## src/hdl/psop_map.vh

```
`ifndef PSOP_MAP_VH
`define PSOP_MAP_VH
// Sample word width
`define PSOP_DATA_W       8
// Pipeline latency in convert clock cycles
`define PSOP_LATENCY      5
// Output FIFO depth in words and its pointer width
`define PSOP_FIFO_DEPTH   32
`define PSOP_FIFO_AW      5
// Clock period in ns
`define PSOP_CLK_NS       25
// Power-down entry and exit times in ns
`define PSOP_PD_ENTER_NS  133
`define PSOP_PD_EXIT_NS   18
// Entry is a longest time (rounded down), exit a least time (rounded up)
`define PSOP_PD_ENTER_CYC (`PSOP_PD_ENTER_NS / `PSOP_CLK_NS)
`define PSOP_PD_EXIT_CYC  ((`PSOP_PD_EXIT_NS + `PSOP_CLK_NS - 1) / `PSOP_CLK_NS)
// Power state codes
`define PSOP_ST_RUN       2'h0
`define PSOP_ST_ENTER     2'h1
`define PSOP_ST_DOWN      2'h2
`define PSOP_ST_EXIT      2'h3
`endif

```

## src/hdl/psop_top.v

```verilog
`timescale 1ns/1ps
`include "psop_map.vh"
module psop_top (
    input  wire        MCLK,
    input  wire        RST,
    input  wire [7:0]  SAMPLE_IN,
    input  wire        OE_N,
    input  wire        PWRDN,
    output wire [7:0]  DATA_O,
    output wire [7:0]  DATA_OE_N,
    output wire        POWERED,
    output wire        DATA_VALID
);
    localparam LAT = `PSOP_LATENCY;
    localparam W   = `PSOP_DATA_W;

    reg  [W-1:0]  pipe_r [0:LAT-2];  // Latency line; the bus register is the last stage
    reg  [LAT-2:0] vld_r;            // Valid marks along the line
    reg  [1:0]    st_r;              // Power state
    reg  [1:0]    st_nxt;
    reg  [2:0]    cnt_r;             // Transition timer
    reg  [2:0]    cnt_nxt;
    reg  [W-1:0]  out_r;             // Bus word register
    reg           dv_r;              // Registered word valid
    wire          run;               // Sampling active
    wire          run_nxt;           // Sampling active after this edge
    wire [W-1:0]  f_data;            // FIFO head
    wire          f_valid;           // FIFO holds a word
    wire          f_ready;           // FIFO accepts a word

    // Samples are flagged valid only in the run state
    assign run = (st_r == `PSOP_ST_RUN);
    // Looks one edge ahead so no word is flagged once power-down starts
    assign run_nxt = (st_nxt == `PSOP_ST_RUN);

    // Offset binary maps input codes straight through
    function [W-1:0] psop_code;
        input [W-1:0] s;
        begin
            psop_code = s;
        end
    endfunction

    // Power state next value
    always @*
    begin
        st_nxt  = st_r;
        cnt_nxt = cnt_r;
        case (st_r)
            `PSOP_ST_RUN:
            begin
                // Low power-down input starts entry
                if (!PWRDN)
                begin
                    st_nxt  = `PSOP_ST_ENTER;
                    cnt_nxt = 3'h0;
                end
            end
            `PSOP_ST_ENTER:
            begin
                // Count up to the entry time, then low-power state
                if (cnt_r == `PSOP_PD_ENTER_CYC - 1)
                    st_nxt = `PSOP_ST_DOWN;
                else
                    cnt_nxt = cnt_r + 3'h1;
            end
            `PSOP_ST_DOWN:
            begin
                // High input starts exit
                if (PWRDN)
                begin
                    st_nxt  = `PSOP_ST_EXIT;
                    cnt_nxt = 3'h0;
                end
            end
            `PSOP_ST_EXIT:
            begin
                // Resume after exit time
                if (cnt_r == `PSOP_PD_EXIT_CYC - 1)
                    st_nxt = `PSOP_ST_RUN;
                else
                    cnt_nxt = cnt_r + 3'h1;
            end
            default:
            begin
                st_nxt  = `PSOP_ST_RUN;
                cnt_nxt = 3'h0;
            end
        endcase
    end

    // Power state register
    always @(posedge MCLK or posedge RST)
    begin
        if (RST)
        begin
            st_r  <= `PSOP_ST_RUN;
            cnt_r <= 3'h0;
        end
        else
        begin
            st_r  <= st_nxt;
            cnt_r <= cnt_nxt;
        end
    end

    // First stage samples the input on every edge
    always @(posedge MCLK or posedge RST)
    begin
        if (RST)
        begin
            pipe_r[0] <= {W{1'b0}};
            vld_r[0]  <= 1'b0;
        end
        else
        begin
            pipe_r[0] <= psop_code(SAMPLE_IN);
            vld_r[0]  <= run;
        end
    end

    // Remaining stages shift once per clock
    genvar g;
    generate
        for (g = 1; g < LAT - 1; g = g + 1)
        begin : stg
            always @(posedge MCLK or posedge RST)
            begin
                if (RST)
                begin
                    pipe_r[g] <= {W{1'b0}};
                    vld_r[g]  <= 1'b0;
                end
                else
                begin
                    pipe_r[g] <= pipe_r[g-1];
                    vld_r[g]  <= vld_r[g-1] & run;
                end
            end
        end
    endgenerate

    // Buffer between pipeline tail and bus register
    psop_fifo #(
        .W  (W),
        .D  (`PSOP_FIFO_DEPTH),
        .AW (`PSOP_FIFO_AW)
    ) u_fifo (
        .MCLK      (MCLK),
        .RST       (RST),
        .IN_DATA   (pipe_r[LAT-2]),
        .IN_VALID  (vld_r[LAT-2] & run),
        .IN_READY  (f_ready),
        .OUT_DATA  (f_data),
        .OUT_VALID (f_valid),
        .OUT_READY (1'b1)
    );

    // Bus register: word lands five edges after its sample
    always @(posedge MCLK or posedge RST)
    begin
        if (RST)
        begin
            out_r  <= {W{1'b0}};
            dv_r   <= 1'b0;
        end
        else
        begin
            if (f_valid)
                out_r <= f_data;
            // Words still in flight when power-down starts are not flagged
            dv_r   <= f_valid & f_ready & run_nxt;
        end
    end

    // Bit 7 of the port is the most significant bit
    assign DATA_O     = out_r;
    // Enable is low while driving; all bits float together
    assign DATA_OE_N  = {W{OE_N}};
    assign POWERED    = run;
    assign DATA_VALID = dv_r;
endmodule

```

## src/hdl/psop_fifo.v

```verilog
`timescale 1ns/1ps
// Synchronous FIFO with valid/ready on both sides
module psop_fifo #(
    parameter W  = 8,
    parameter D  = 32,
    parameter AW = 5
) (
    input  wire          MCLK,
    input  wire          RST,
    input  wire [W-1:0]  IN_DATA,
    input  wire          IN_VALID,
    output wire          IN_READY,
    output wire [W-1:0]  OUT_DATA,
    output wire          OUT_VALID,
    input  wire          OUT_READY
);
    reg  [W-1:0]  mem [0:D-1];   // Storage
    reg  [AW:0]   wp_r;          // Write pointer with wrap bit
    reg  [AW:0]   rp_r;          // Read pointer with wrap bit
    wire          full;          // No free slot
    wire          empty;         // No word held
    wire          wr;            // Write this cycle
    wire          rd;            // Read this cycle

    assign full      = (wp_r[AW] != rp_r[AW]) && (wp_r[AW-1:0] == rp_r[AW-1:0]);
    assign empty     = (wp_r == rp_r);
    assign IN_READY  = ~full;
    assign OUT_VALID = ~empty;
    assign OUT_DATA  = mem[rp_r[AW-1:0]];
    assign wr        = IN_VALID & ~full;
    assign rd        = OUT_READY & ~empty;

    // Storage write
    always @(posedge MCLK)
    begin
        if (wr)
            mem[wp_r[AW-1:0]] <= IN_DATA;
    end

    // Pointer update
    always @(posedge MCLK or posedge RST)
    begin
        if (RST)
        begin
            wp_r <= {(AW+1){1'b0}};
            rp_r <= {(AW+1){1'b0}};
        end
        else
        begin
            if (wr)
                wp_r <= wp_r + 1'b1;
            if (rd)
                rp_r <= rp_r + 1'b1;
        end
    end
endmodule

```

## config.mk

```make
export PLATFORM = sky130hd
export DESIGN_NAME = psop_top
export DESIGN_NICKNAME = d
export VERILOG_FILES = /design/src/hdl/psop_top.v /design/src/hdl/psop_fifo.v
export VERILOG_INCLUDE_DIRS = /design/src /design/src/hdl
export SDC_FILE = /design/constraint.sdc
export NUM_CORES = 1
export LEC_CHECK = 0
export BUFFER_PORTS_ARGS = -buffer_cell sky130_fd_sc_hd__buf_2
export CAP_MARGIN = 10
export CORE_MARGIN = 2
export CORE_UTILIZATION = 62
export DETAILED_ROUTE_END_ITERATION = 8
export PLACE_DENSITY_LB_ADDON = 0.15
export SLEW_MARGIN = 15
export SYNTH_ARGS = -nofsm -noshare
export SYNTH_HDL_FRONTEND = slang
export SYNTH_HIERARCHICAL = 1
export SYNTH_SLANG_ARGS = --single-unit
```

## constraint.sdc

```tcl
create_clock -name MCLK -period 3.1 [get_ports MCLK]
set_input_delay 0.31 -clock MCLK [delete_from_list [all_inputs] [get_ports MCLK]]
set_output_delay 0.31 -clock MCLK [all_outputs]
set_load 0.05 [all_outputs]
```

# Word level (Yosys, flattened, before mapping)
# Memories as Yosys holds them, arrays and structs flattened. A register that Yosys moved wholly into a read port is not among the register bits.
# Cells that the tools add are included.
# Widths: inputs -> output; s select.
[totals]
regBits = 54
latchBits = 0
ramBits = 256
rom_bits = 0
output_inout_bits = 18
wordCells = 55
n_memories = 1
[classes]
addsub = 3
n_mul = 0
div_mod_pow = 0
magnitude_cmp = 0
eq_ne = 11
n_shift = 0
n_mux = 12
n_bitwise = 9
reduce_logical = 6
[memory_table]
columns = ["name", "words", "width", "rd", "rd_ports_with_merged_regs", "wr", "line_no", "source"]
rows = [
  ["u_fifo.mem", 32, 8, 1, 1, 1, "psop_fifo.v:17", "reg [W-1:0] mem [0:D-1];"],
]
[ops]
columns = ["op", "count"]
rows = [
  ["$add 6x1->6 const B", 2],
  ["$mux 3", 4],
  ["$pmux 3 s4", 1],
  ["$mux 2", 4],
  ["$ne 2x2->1 const B", 4],
  ["$pmux 2 s4", 1],
  ["$and 1x1->1", 7],
  ["$eq 6x6->1", 1],
  ["$eq 5x5->1", 1],
  ["$eq 2x2->1 const B", 2],
  ["$logic_not 2->1", 2],
  ["$reduce_and 4->1", 1],
  ["$add 3x1->3 const B", 1],
  ["$eq 3x3->1 const B", 1],
  ["$logic_not 3->1", 1],
  ["$eq 2x1->1 const B", 1],
  ["$mux 1", 2],
  ["$not 1->1", 2],
  ["$logic_and 1x1->1", 1],
  ["$logic_not 1->1", 1],
  ["$ne 1x1->1", 1],
]

# Depth between registers and ports, before layout
# Gate-level depths: netlist of run 1.
[logic_depth]
word_depth = 6
mapped_depth = 9

# Cells and area by module
# Netlist of run 1, hierarchy kept.
[by_module_without_submodules]
columns = ["module", "instances", "cells_each", "area_per_inst_um2"]
rows = [
  ["psop_fifo", 1, 472, 10537.6],
  ["psop_top", 1, 98, 1639.1],
]

# Worst setup path before layout of run 1
# No wires, ideal clock.
[synth_timing]
kind = "reg2reg"
startpoint = "register st_r[0]"
endpoint = "memory u_fifo.mem[31][0] (enable)"
setup_time_ns = 0.370
arrival_time_ns = 2.366
path_slack_ns = 0.364
path_stages_with_launch = 8
n_path_buf = 2
cell_sequence = "dfrtp_1 -> buf_6 -> nor2_1 -> and2_1 -> o21a_1 -> buf_2 -> nand2_1 -> nor2_1"
[synth_between]
elab_chain_cells = 5
[synth_rtl]
columns = ["element", "line_no", "source"]
rows = [
  ["start: declaration", "psop_top.v:19", "reg [1:0] st_r;"],
  ["start signal: assignment", "psop_top.v:97", "st_r <= `PSOP_ST_RUN;"],
  ["start signal: assignment", "psop_top.v:102", "st_r <= st_nxt;"],
  ["$logic_not 2->1", "-", ""],
  ["via POWERED", "psop_top.v:11", "output wire POWERED,"],
  ["$and 1x1->1", "psop_top.v:152", ".IN_VALID (vld_r[LAT-2] & run),"],
  ["$and 1x1->1", "psop_fifo.v:30", "assign wr = IN_VALID & ~full;"],
  ["$mux 1", "psop_fifo.v:36", "if (wr)"],
  ["$mux 1 (implied by the code)", "psop_fifo.v:37", "mem[wp_r[AW-1:0]] <= IN_DATA;"],
  ["end: declaration", "psop_fifo.v:17", ""],
]
# The timed path passes the listed nets, and every way through them passes these cells.

# Worst setup path after layout of run 1
[layout_timing]
startpoint = "register u_fifo.rp_r[0]"
endpoint = "register out_r[1] (netlist: DATA_O[1]), read port of u_fifo.mem"
[layout_between]
elab_chain_cells = 2
[layout_rtl]
columns = ["element", "line_no", "source"]
rows = [
  ["start: declaration", "psop_fifo.v:19", "reg [AW:0] rp_r;"],
  ["start signal: assignment", "psop_fifo.v:46", "rp_r <= {(AW+1){1'b0}};"],
  ["start signal: assignment", "psop_fifo.v:53", "rp_r <= rp_r + 1'b1;"],
  ["$eq 6x6->1", "psop_fifo.v:26", "assign empty = (wp_r == rp_r);"],
  ["$logic_not 1->1 (no line)", "-", ""],
  ["end: declaration", "psop_top.v:23", "reg [W-1:0] out_r;"],
]
# Parallel ways exist; a longest one is shown, timed or not.
# A chain may end at the register's enable or synchronous reset.

==> results of run 1 <==
worst max-delay path, stage by stage (launching register included):
cell and delay, ns:
dfrtp_4 0.65, buf_4 0.29, mux4_2 0.56, mux4_2 0.55
mux2_2 0.29, mux2_2 0.26
Yosys cell counts, drive strengths merged:
cell type / count / area, um^2
o21ai: 3 / 15.0
xor2: 4 / 35.0
nor3: 2 / 10.0
mux2: 17 / 191
and3b: 1 / 8.76
a22o: 1 / 8.76
and2: 4 / 25.0
ha: 7 / 87.6
o21a: 1 / 7.51
or3b: 2 / 17.5
buf: 20 / 150
o32ai: 1 / 27.5
nor2: 37 / 139
mux4: 80 / 1800
or3: 1 / 6.26
xnor2: 12 / 105
edfxtp: 256 / 7690
clkbuf: 15 / 56.3
nand3: 6 / 30.0
a211oi: 1 / 7.51
inv: 7 / 26.3
o221ai: 1 / 8.76
conb: 1 / 3.75
nand3b: 4 / 30.0
or2: 2 / 12.5
a21o: 1 / 7.51
nand2: 12 / 45.0
nor3b: 1 / 7.51
mux2i: 3 / 30.0
and3: 2 / 17.5
nand4: 2 / 12.5
dfrtp: 62 / 1550
nor2b: 1 / 6.26
kinds of logic (layout without fill, tap and decap cells):
logic type	Yosys count	in the layout	synth area share (%)
flops	318	318	75.9
other cells	1	3	0.0308
simple gates	77	77	3.02
mux	100	100	16.6
compound gates	9	9	0.678
buf+inv	42	133	1.91
fa+ha+maj	7	7	0.719
xor+xnor	16	16	1.15
flip-flops by register name, indices dropped and copies added (netlist names):
signal	count
u_fifo/mem	256
pipe_r	32
DATA_O	8
u_fifo/rp_r	6
u_fifo/wp_r	6
vld_r	4
cnt_r	3
st_r	2
DATA_VALID	1
where the power goes:
group	leakage, nW	internal, mW	switching, mW
Sequential	3.05	4.80	0.292
Combinational	1.21	1.56	1.51
Clock	0.462	2.07	1.51
Total	4.73	8.43	3.31
worst paths after layout:
path	startpoint	end	slack [ns]	cells after the start
setup / recovery	u_fifo/rp_r[0]$_DFFE_PP0P_	DATA_O[1]$_DFFE_PP0P_	0.37	5
hold / removal	PWRDN	st_r[0]$_DFF_PP0_	0.23	3
setup reg to reg	u_fifo/rp_r[0]$_DFFE_PP0P_	DATA_O[1]$_DFFE_PP0P_	0.37	5
hold reg to reg	pipe_r[9]$_DFF_PP0_	pipe_r[1]$_DFF_PP0_	0.35	0
max in group asynchronous	RST	pipe_r[0]$_DFF_PP0_	2.02	3
min in group asynchronous	RST	u_fifo/rp_r[0]$_DFFE_PP0P_	0.36	3
routing by layer:
metal / global-route usage [%] / vias to the layer above / share of wire [%]
met3: 4.04 / 43 / 8.2
met1: 38.7 / 3085 / 42
li1: - / 2404 / -
met5: 0 / - / 0
met2: 38.9 / 271 / 48
met4: 5.83 / 0 / 1.9
cells in the final DEF, fill, tap and decap left out, drive strengths merged, types with 4 or more instances in the layout:
master	n
nand3b	4
nand2	12
edfxtp	256
mux4	80
clkbuf	39
dfrtp	62
dlygate4sd3	9
buf	62
nor2	37
inv	6
xnor2	12
clkinv	11
and2	4
ha	7
nand3	6
xor2	4
mux2	17
cell type report:
cell class / count / area, um^2 / share of cell area [%]
flip-flops and latches: 318 / 9240 / 66.9
repair buffers: 71 / 543 / 3.93
clock inverters: 16 / 156 / 1.13
well taps: 265 / 332 / 2.40
inverters: 7 / 27.5 / 0.199
clock buffers: 39 / 806 / 5.83
multi-input cells: 212 / 2710 / 19.6
per-stage QoR:
step / instances / total power, mW / utilization (%)
detailed placement: 864 / 8.25 / 65.8
global placement: 864 / 8.19 / 65.8
global route: 928 / 12.2 / 71.2
CTS: 928 / 11.8 / 71.2
finish: 928 / 11.7 / 71.2
floorplan: 572 / 7.44 / -
==> results.txt, run 1 <==
worst clock skew on the final layout - 0.0191 ns
Net count, final - 659
vertical die dimension - 144 um
Mapped Avg Cell Area - 21.4 um^2
Synth Register Bits - 318
total of fill cells in the finished design - 1165
Synth Warn # - 6
clock period minus final worst setup slack - 2.73 ns
TritonCTS Buffers - 30
post-DP HPWL - 15100 um
crit-path max FO - 16
number of buffers inserted to repair setup after CTS - 0
post-cts resize count - 0
transition time of the tightest slew-check pin - 1.10 ns
layout cell share with drive strength beyond 1 - 31.1%
placed cell areas - 12800 um^2
Port Buffers - 20
x dimension of the die - 144 um
endpoints failing hold - 0
launching element type of the critical path - flop
min setup slack post-route - 0.369 ns
remaining design rule violation count - 0
number of maximum-capacitance violations - 0
path category of the worst min-delay check - input port to flop
Core Footprint - 19400 um^2
pin count of the biggest net entering global routing - 69
number of antenna violations at the first check in global routing - 0
Crit. End Element - flop
worst supply voltage drop on vdd - 781 uV
ANT cells - 0
clock buffer depth - 3
Tot GR Track Use - 25.0%
Synth-to-Final Area Change - 13.5%
number of search-and-repair iterations in the first detailed-routing pass - 5
I/O pin count - 30
CTS tree - yes
sink count of the clock tree - 318
average wire per standard cell - 26.7 um
post-DR vias/cell - 6.25
final antenna-violating net count - 0
RSZ-0062 raised after global routing - no
final design instance area without fill - 13800 um^2
hold bufs inserted after CTS - 9
crit path kind - flop to flop
maximum operating frequency - 366 MHz
post-route fraction of the period consumed by the critical path - 88.1%
wire length of the first global-routing pass - 37000 um
number of global-route vias before repair - 5888
via total after detailed routing - 5803
Routed Wire Length - 24800 um
post-synthesis instance area - 12200 um^2
total setup violations reported at the end of the flow - 0
WP data required - 3.54 ns
Clock Root Buffer - clkbuf_16
DIE AREA - 20800 um^2
clock edge transition at the registers on the reported setup and hold paths - 0.06 ns
Max transition margin - 26.7%
total power divided by cell area - 850 nW/um^2
number of distinct library cells after synthesis - 39
Lkg Pwr - 4.73 nW
summed negative setup slack over all endpoints - 0 ns
synthesized instance count - 570
clk_lat worst skew - 0.56 ns
hold slack final - 0.232 ns
final weighted congestion in routability-driven placement - 0.840
number of slew-limit violations in the final report - 0
total global routing overflow - 0
outcome - completed
part of the Yosys area used for sequential elements - 75.9%
number of DRC violations after detailed-routing iteration 0 - 548
Setup WS pre-CTS - 0.391 ns
floorplan row count - 51
H-tree depth - 1
starting utilization of the core area - 62.8%
arrival time at the worst endpoint - 3.17 ns
Power figures use the tool's default switching activity.
==> run 2: changes to the inputs <==
--- a/config.mk
+++ b/config.mk
@@ -6,11 +6,12 @@
 export SDC_FILE = /design/constraint.sdc
 export NUM_CORES = 1
 export LEC_CHECK = 0
-export BUFFER_PORTS_ARGS = -buffer_cell sky130_fd_sc_hd__buf_2
 export CAP_MARGIN = 10
 export CORE_MARGIN = 2
-export CORE_UTILIZATION = 62
+export CORE_UTILIZATION = 63
 export DETAILED_ROUTE_END_ITERATION = 8
+export DONT_BUFFER_PORTS = 1
+export MAX_ROUTING_LAYER = met4
 export PLACE_DENSITY_LB_ADDON = 0.15
 export SLEW_MARGIN = 15
 export SYNTH_ARGS = -nofsm -noshare
==> constraint.sdc (replaced) <==
create_clock -name MCLK -period 3.1 [get_ports MCLK]
set_input_delay 0.465 -clock MCLK [delete_from_list [all_inputs] [get_ports MCLK]]
set_output_delay 0.465 -clock MCLK [all_outputs]
set_load 0.05 [all_outputs]
==> results.txt, run 2 (synthesis results as in run 1) <==
internal power - 8.21 mW (-2.6%)
launching element type of the critical path - flop
number of buffers inserted to repair setup after CTS - 0 (unchanged)
Critical Path Slowest Stage Cell - buf_4
cell seen most often among critical-path stages - buf_4
most common cell after layout, fill and taps aside - edfxtp_1
path category of the worst min-delay check - input port to asynchronous set/reset pin
number of antenna violations at the first check in global routing - 0 (unchanged)
worst supply voltage drop on vdd - 605 uV (-23%)
NetSw - 3.13 mW (-5.7%)
maximum operating frequency - 393 MHz (+7.4%)
RSZ-0062 raised after global routing - no
H-tree depth - 1 (unchanged)
Routed Wire Length - 23100 um (-7.0%)
crit-path max FO - 36 (+20)
slowest cell delay on critical path - 0.45 ns (-0.20 ns)
ANT cells - 0 (unchanged)
Clock Root Buffer - clkbuf_16
post-DR vias/cell - 6.15 (-1.7%)
DIE AREA - 20500 um^2 (-1.5%)
worst path cell trace - buf_4 > xnor2_1 > nand3b_1 > o21a_1 > nand2_1 > nor2_1 > buf_4
clock edge transition at the registers on the reported setup and hold paths - 0.06 ns (about the same)
number of slew-limit violations in the final report - 0 (unchanged)
sequential power share - 45.9% (+2.6 points)
x dimension of the die - 143 um (-0.77%)
Net count, final - 639 (-3.0%)
Synth-to-Final Area Change - 12.1%
clock buffer depth - 3 (unchanged)
Design Power - 11.3 mW (-3.5%)
summed negative setup slack over all endpoints - 0 ns (unchanged)
final design instance area without fill - 13700 um^2 (-1.2%)
remaining design rule violation count - 0 (unchanged)
# placed instances - 840 (-2.8%)
net switching share of the total power - 27.6% (-0.65 points)
commonest cells after routing, fill and taps aside - 256 x edfxtp_1, 80 x mux4_2, 60 x dfrtp_1
final antenna-violating net count - 0 (unchanged)
CTS tree - yes
Logic pwr share - 24.1% (-2.1 points)
total of fill cells in the finished design - 1081 (-7.2%)
arrival time at the worst endpoint - 2.79 ns (-0.38 ns)
total setup violations reported at the end of the flow - 0 (unchanged)
placed cell areas - 12700 um^2 (-0.87%)
WP data required - 3.35 ns (-0.19 ns)
total global routing overflow - 0 (unchanged)
post-route fraction of the period consumed by the critical path - 82.0% (-6.1 points)
Lkg Pwr - 4.63 nW (-2.0%)
wire length of the first global-routing pass - 34700 um (-6.1%)
Tot GR Track Use - 24.4% (-0.60 points)
vertical die dimension - 143 um (-0.77%)
pin count of the biggest net entering global routing - 51 (-26%)
outcome - complete, but fails checks
layout cell share with drive strength beyond 1 - 29.4% (-1.7 points)
clock period minus final worst setup slack - 2.54 ns (-0.189 ns)
starting utilization of the core area - 64.7% (+1.9 points)
number of search-and-repair iterations in the first detailed-routing pass - 5 (unchanged)
Core Footprint - 18800 um^2 (-2.9%)
clk_lat worst skew - 0.55 ns (about the same)
Port Buffers - 0 (-100%)
post-DP HPWL - 14200 um (-6.5%)
Final Core Density - 72.5% (+1.3 points)
Crit. End Element - flop
Clock power frac - 30.0% (-0.5 points)
number of global-route vias before repair - 5693 (-3.3%)
final weighted congestion in routability-driven placement - 0.841 (+0.12%)
number of maximum-capacitance violations - 0 (unchanged)
I/O pin count - 30 (unchanged)
total power divided by cell area - 830 nW/um^2 (-2.3%)
flip-flop count of the largest register, all copies and words added - 256 (unchanged)
Setup WS pre-CTS - 0.563 ns (+0.172 ns)
worst clock skew on the final layout - 0.0211 ns (+0.00201 ns)
floorplan row count - 50 (-2.0%)
number of DRC violations after detailed-routing iteration 0 - 504 (-8.0%)
min setup slack post-route - 0.557 ns (+0.189 ns)
sink count of the clock tree - 318 (unchanged)
endpoints failing hold - 50 (+50)
crit path kind - flop to flop
hold slack final - -0.0418 ns (-0.274 ns)
TritonCTS Buffers - 29 (-3.3%)
via total after detailed routing - 5549 (-4.4%)
Max transition margin - 29.0% (+2.3 points)
average wire per standard cell - 25.5 um (-4.5%)
violations in the final reports - negative hold slack
final standard cell count with taps included and fillers excluded - 903 (-2.7%)
transition time of the tightest slew-check pin - 1.07 ns (-0.0342 ns)
run 2: changes by cell type in the layout (fill, tap and decap cells not counted), sizes merged:
cell      delta
clkinv       +1
inv          +2
bufinv       -1
buf         -19
clkinvlp     -2
clkbuf       -1
run 2: power by group through the flow:
stage                     clock network, mW  registers, mW  logic [mW]
after floorplan                           0           5.18        2.26
after global placement                    0           5.28        2.68
after detailed placement                  0           5.30        2.73
after CTS                              3.45           5.21        2.74
after global routing                   3.62           5.23        2.91
final                                  3.40           5.20        2.74
run 2: repair_timing:
item                      4_1_cts  5_1_grt
hold endpoints to repair       20        0
hold buffers                    9        0
resized for setup               0        0
run 2: worst paths after layout:
| path | start | endpoint | slack (ns) | cells past startpoint |
|---|---|---|---|---|
| max | u_fifo/rp_r[2]$_DFFE_PP0P_ | u_fifo/mem[19][5]$_DFFE_PP_ | 0.56 | 7 |
| min | RST | vld_r[1]$_DFF_PP0_ | -0.04 | 1 |
| max reg2reg | u_fifo/rp_r[2]$_DFFE_PP0P_ | u_fifo/mem[19][5]$_DFFE_PP_ | 0.56 | 7 |
| min reg2reg | pipe_r[22]$_DFF_PP0_ | pipe_r[14]$_DFF_PP0_ | 0.35 | 0 |
| max in group asynchronous | RST | u_fifo/rp_r[0]$_DFFE_PP0P_ | 2.34 | 2 |
| min in group MCLK | PWRDN | st_r[0]$_DFF_PP0_ | 0.27 | 2 |
run 2: cell type report:
| cell class | instances | area, um^2 | area share (%) |
|---|---|---|---|
| Sequential cell | 318 | 9240 | 67.7 |
| Multi-Input combinational cell | 212 | 2710 | 19.9 |
| Clock buffer | 38 | 769 | 5.63 |
| Timing Repair Buffer | 52 | 438 | 3.21 |
| Tap cell | 260 | 325 | 2.38 |
| Clock inverter | 16 | 139 | 1.02 |
| Inverter | 7 | 27.5 | 0.202 |
run 2: worst max-delay path, delay by kind of cell, from the launching register on:
kind	cells	cell delay [ns]
XOR/XNOR	1	0.17
AND/OR/NAND/NOR	3	0.71
AO/OA/AOI/OAI	1	0.34
buffers and inverters	2	0.68
flip-flops	1	0.36
run 2: routing by layer:
layer / wire, um / vias up / GRT usage, %
li1: - / 2356 / -
met1: 9490 / 2950 / 34.0
met2: 11700 / 193 / 38.6
met3: 1170 / 50 / 3.42
met4: 673 / 0 / 7.92
met5: 0 / - / -
==> run 3: changes to the inputs <==
--- a/config.mk
+++ b/config.mk
@@ -8,7 +8,7 @@
 export LEC_CHECK = 0
 export CAP_MARGIN = 10
 export CORE_MARGIN = 2
-export CORE_UTILIZATION = 63
+export CORE_UTILIZATION = 57
 export DETAILED_ROUTE_END_ITERATION = 8
 export DONT_BUFFER_PORTS = 1
 export MAX_ROUTING_LAYER = met4
==> constraint.sdc (replaced) <==
create_clock -name MCLK -period 2.2 [get_ports MCLK]
set_input_delay 0.33 -clock MCLK [delete_from_list [all_inputs] [get_ports MCLK]]
set_output_delay 0.33 -clock MCLK [all_outputs]
set_load 0.05 [all_outputs]
==> results.txt, run 3 (synthesis results as in run 1) <==
outcome - complete, but fails checks
violations in the final reports - negative setup slack
transition time of the tightest slew-check pin - 0.680 ns (-0.385 ns)
number of search-and-repair iterations in the first detailed-routing pass - 5 (unchanged)
number of maximum-capacitance violations - 0 (unchanged)
number of antenna violations at the first check in global routing - 0 (unchanged)
H-tree depth - 1 (unchanged)
DIE AREA - 22500 um^2 (+10%)
vertical die dimension - 150 um (+5.0%)
launch point of the worst reg-to-reg path - u_fifo/rp_r[0]$_DFFE_PP0P_
clock period minus final worst setup slack - 2.49 ns (-0.0475 ns)
Clock Root Buffer - clkbuf_16
crit-path max FO - 5 (-86%)
final standard cell count with taps included and fillers excluded - 980 (+8.5%)
final antenna-violating net count - 0 (unchanged)
worst hold path depth - 2
number of DRC violations after detailed-routing iteration 0 - 579 (+15%)
TritonCTS Buffers - 31 (+6.9%)
Hold Path Sink - st_r[0]$_DFF_PP0_
Max transition margin - 54.7% (+26 points)
total global routing overflow - 0 (unchanged)
maximum operating frequency - 401 MHz (+1.9%)
I/O pin count - 30 (unchanged)
Final Core Density - 70.8% (-1.7 points)
capturing point of the worst reg2reg path - DATA_O[1]$_DFFE_PP0P_
crit path kind - flop to flop
layout cell share with drive strength beyond 1 - 41.4% (+12 points)
placed cell areas - 13300 um^2 (+5.2%)
Port Buffers - 0 (unchanged)
post-DP HPWL - 15800 um (+11%)
clk_lat worst skew - 0.54 ns (about the same)
min setup slack post-route - -0.295 ns (-0.852 ns)
arrival time at the worst endpoint - 2.91 ns (+0.12 ns)
Setup WS pre-CTS - -0.335 ns (-0.898 ns)
# placed instances - 903 (+7.5%)
post-DR vias/cell - 5.88 (-4.3%)
final design instance area without fill - 14900 um^2 (+9.1%)
ANT cells - 0 (unchanged)
total setup violations reported at the end of the flow - 8 (+8)
starting utilization of the core area - 57.9% (-6.7 points)
via total after detailed routing - 5761 (+3.8%)
Core Footprint - 21000 um^2 (+12%)
setup slack of the most critical reg-to-reg path - -0.29 ns (-0.85 ns)
CTS tree - yes
worst clock skew on the final layout - 0.0111 ns (-0.00999 ns)
remaining design rule violation count - 0 (unchanged)
Net count, final - 700 (+9.5%)
Routed Wire Length - 24900 um (+8.1%)
flip-flop count of the largest register, all copies and words added - 256 (unchanged)
Design Power - 17.0 mW (+50%)
average wire per standard cell - 25.4 um (-0.42%)
most common cell after layout, fill and taps aside - edfxtp_1
path category of the worst min-delay check - input port to flop
worst supply voltage drop on vdd - 840 uV (+39%)
slowest cell delay on critical path - 0.54 ns (+0.09 ns)
Lkg Pwr - 5.14 nW (+11%)
summed negative setup slack over all endpoints - -2.16 ns (-2.16 ns)
sink count of the clock tree - 318 (unchanged)
number of global-route vias before repair - 6196 (+8.8%)
post-route fraction of the period consumed by the critical path - 113% (+31 points)
endpoints failing hold - 0 (-100%)
worst path cell trace - buf_12 > clkbuf_16 > mux4_2 > mux4_2 > mux2_4 > mux2_4
R2R depth - 6 (-1)
launching element type of the critical path - flop
clock edge transition at the registers on the reported setup and hold paths - 0.06 ns (about the same)
floorplan row count - 53 (+6.0%)
total power divided by cell area - 1140 nW/um^2 (+38%)
pin count of the biggest net entering global routing - 51 (unchanged)
final weighted congestion in routability-driven placement - 0.807 (-4.1%)
commonest cells after routing, fill and taps aside - 256 x edfxtp_1, 80 x mux4_2, 60 x dfrtp_1
Synth-to-Final Area Change - 22.3%
clock buffer depth - 3 (unchanged)
x dimension of the die - 150 um (+5.0%)
WP data required - 2.62 ns (-0.73 ns)
Critical Path Slowest Stage Cell - mux4_2
start point of the worst hold path - PWRDN
hold slack final - 0.123 ns (+0.165 ns)
number of slew-limit violations in the final report - 0 (unchanged)
wire length of the first global-routing pass - 37600 um (+8.1%)
Tot GR Track Use - 24.0% (-0.46 points)
RSZ-0062 raised after global routing - yes
Crit. End Element - flop
## run 3: changes by cell type in the layout (fill, tap and decap cells not counted), moves of 4 or more
| cell | delta |
|---|---|
| nor2_1 | -33 |
| nor2_4 | +30 |
| mux2_4 | +6 |
| clkbuf_8 | +4 |
| mux2_2 | -6 |
| clkbuf_16 | +5 |
| buf_4 | +4 |
| buf_12 | +19 |
| buf_6 | +32 |
## run 3: repair_timing
action                                  CTS  global route
buffers inserted                          3             6
hold buffers                              9             0
pin swaps                                 2            10
hold endpoints to repair                 70             0
endpoints found under the setup margin  264           236
gates cloned                              2             2
resized for setup                        31            48
## run 3: worst max-delay path, delay by kind of cell (launching register included)
| kind | cells | cell delay [ns] |
|---|---|---|
| buffers and inverters | 2 | 0.31 |
| DFF | 1 | 0.47 |
| muxes | 4 | 1.59 |
## run 3: worst max path at each step
stage                            end                       start
2_1_floorplan  DATA_O[0]$_DFFE_PP0P_  u_fifo/rp_r[0]$_DFFE_PP0P_
3_3_place_gp   DATA_O[0]$_DFFE_PP0P_  u_fifo/rp_r[0]$_DFFE_PP0P_
3_5_place_dp   DATA_O[0]$_DFFE_PP0P_  u_fifo/rp_r[0]$_DFFE_PP0P_
4_1_cts        DATA_O[5]$_DFFE_PP0P_  u_fifo/rp_r[0]$_DFFE_PP0P_
5_1_grt        DATA_O[0]$_DFFE_PP0P_  u_fifo/rp_r[0]$_DFFE_PP0P_
6_report       DATA_O[1]$_DFFE_PP0P_  u_fifo/rp_r[0]$_DFFE_PP0P_
## run 3: area by class of cell
type | instances | area [um^2]
repair buffers | 111 | 1300
fillers | 1220 | 6130
multi-input cells | 212 | 2990
flip-flops and latches | 318 | 9240
inverters | 7 | 26.3
clock buffers | 44 | 896
clock inverters | 13 | 90.1
well taps | 275 | 344
## run 3: power breakdown
| group | total [mW] | switching, mW | internal (mW) | leakage [nW] |
|---|---|---|---|---|
| Sequential | 7.29 | 0.543 | 6.75 | 3.05 |
| Clock | 5.03 | 2.09 | 2.94 | 0.500 |
| Combinational | 4.71 | 2.03 | 2.68 | 1.59 |
| Total | 17.0 | 4.66 | 12.4 | 5.14 |
## run 3: metal layers
metal  up-vias  track usage, %  part of all wire [%]
met2       173            39.4                    52
li1       2505               -                     -
met5         -               -                     0
met4         0            9.06                   3.3
met1      3029            30.2                    39
met3        54            4.39                   5.6
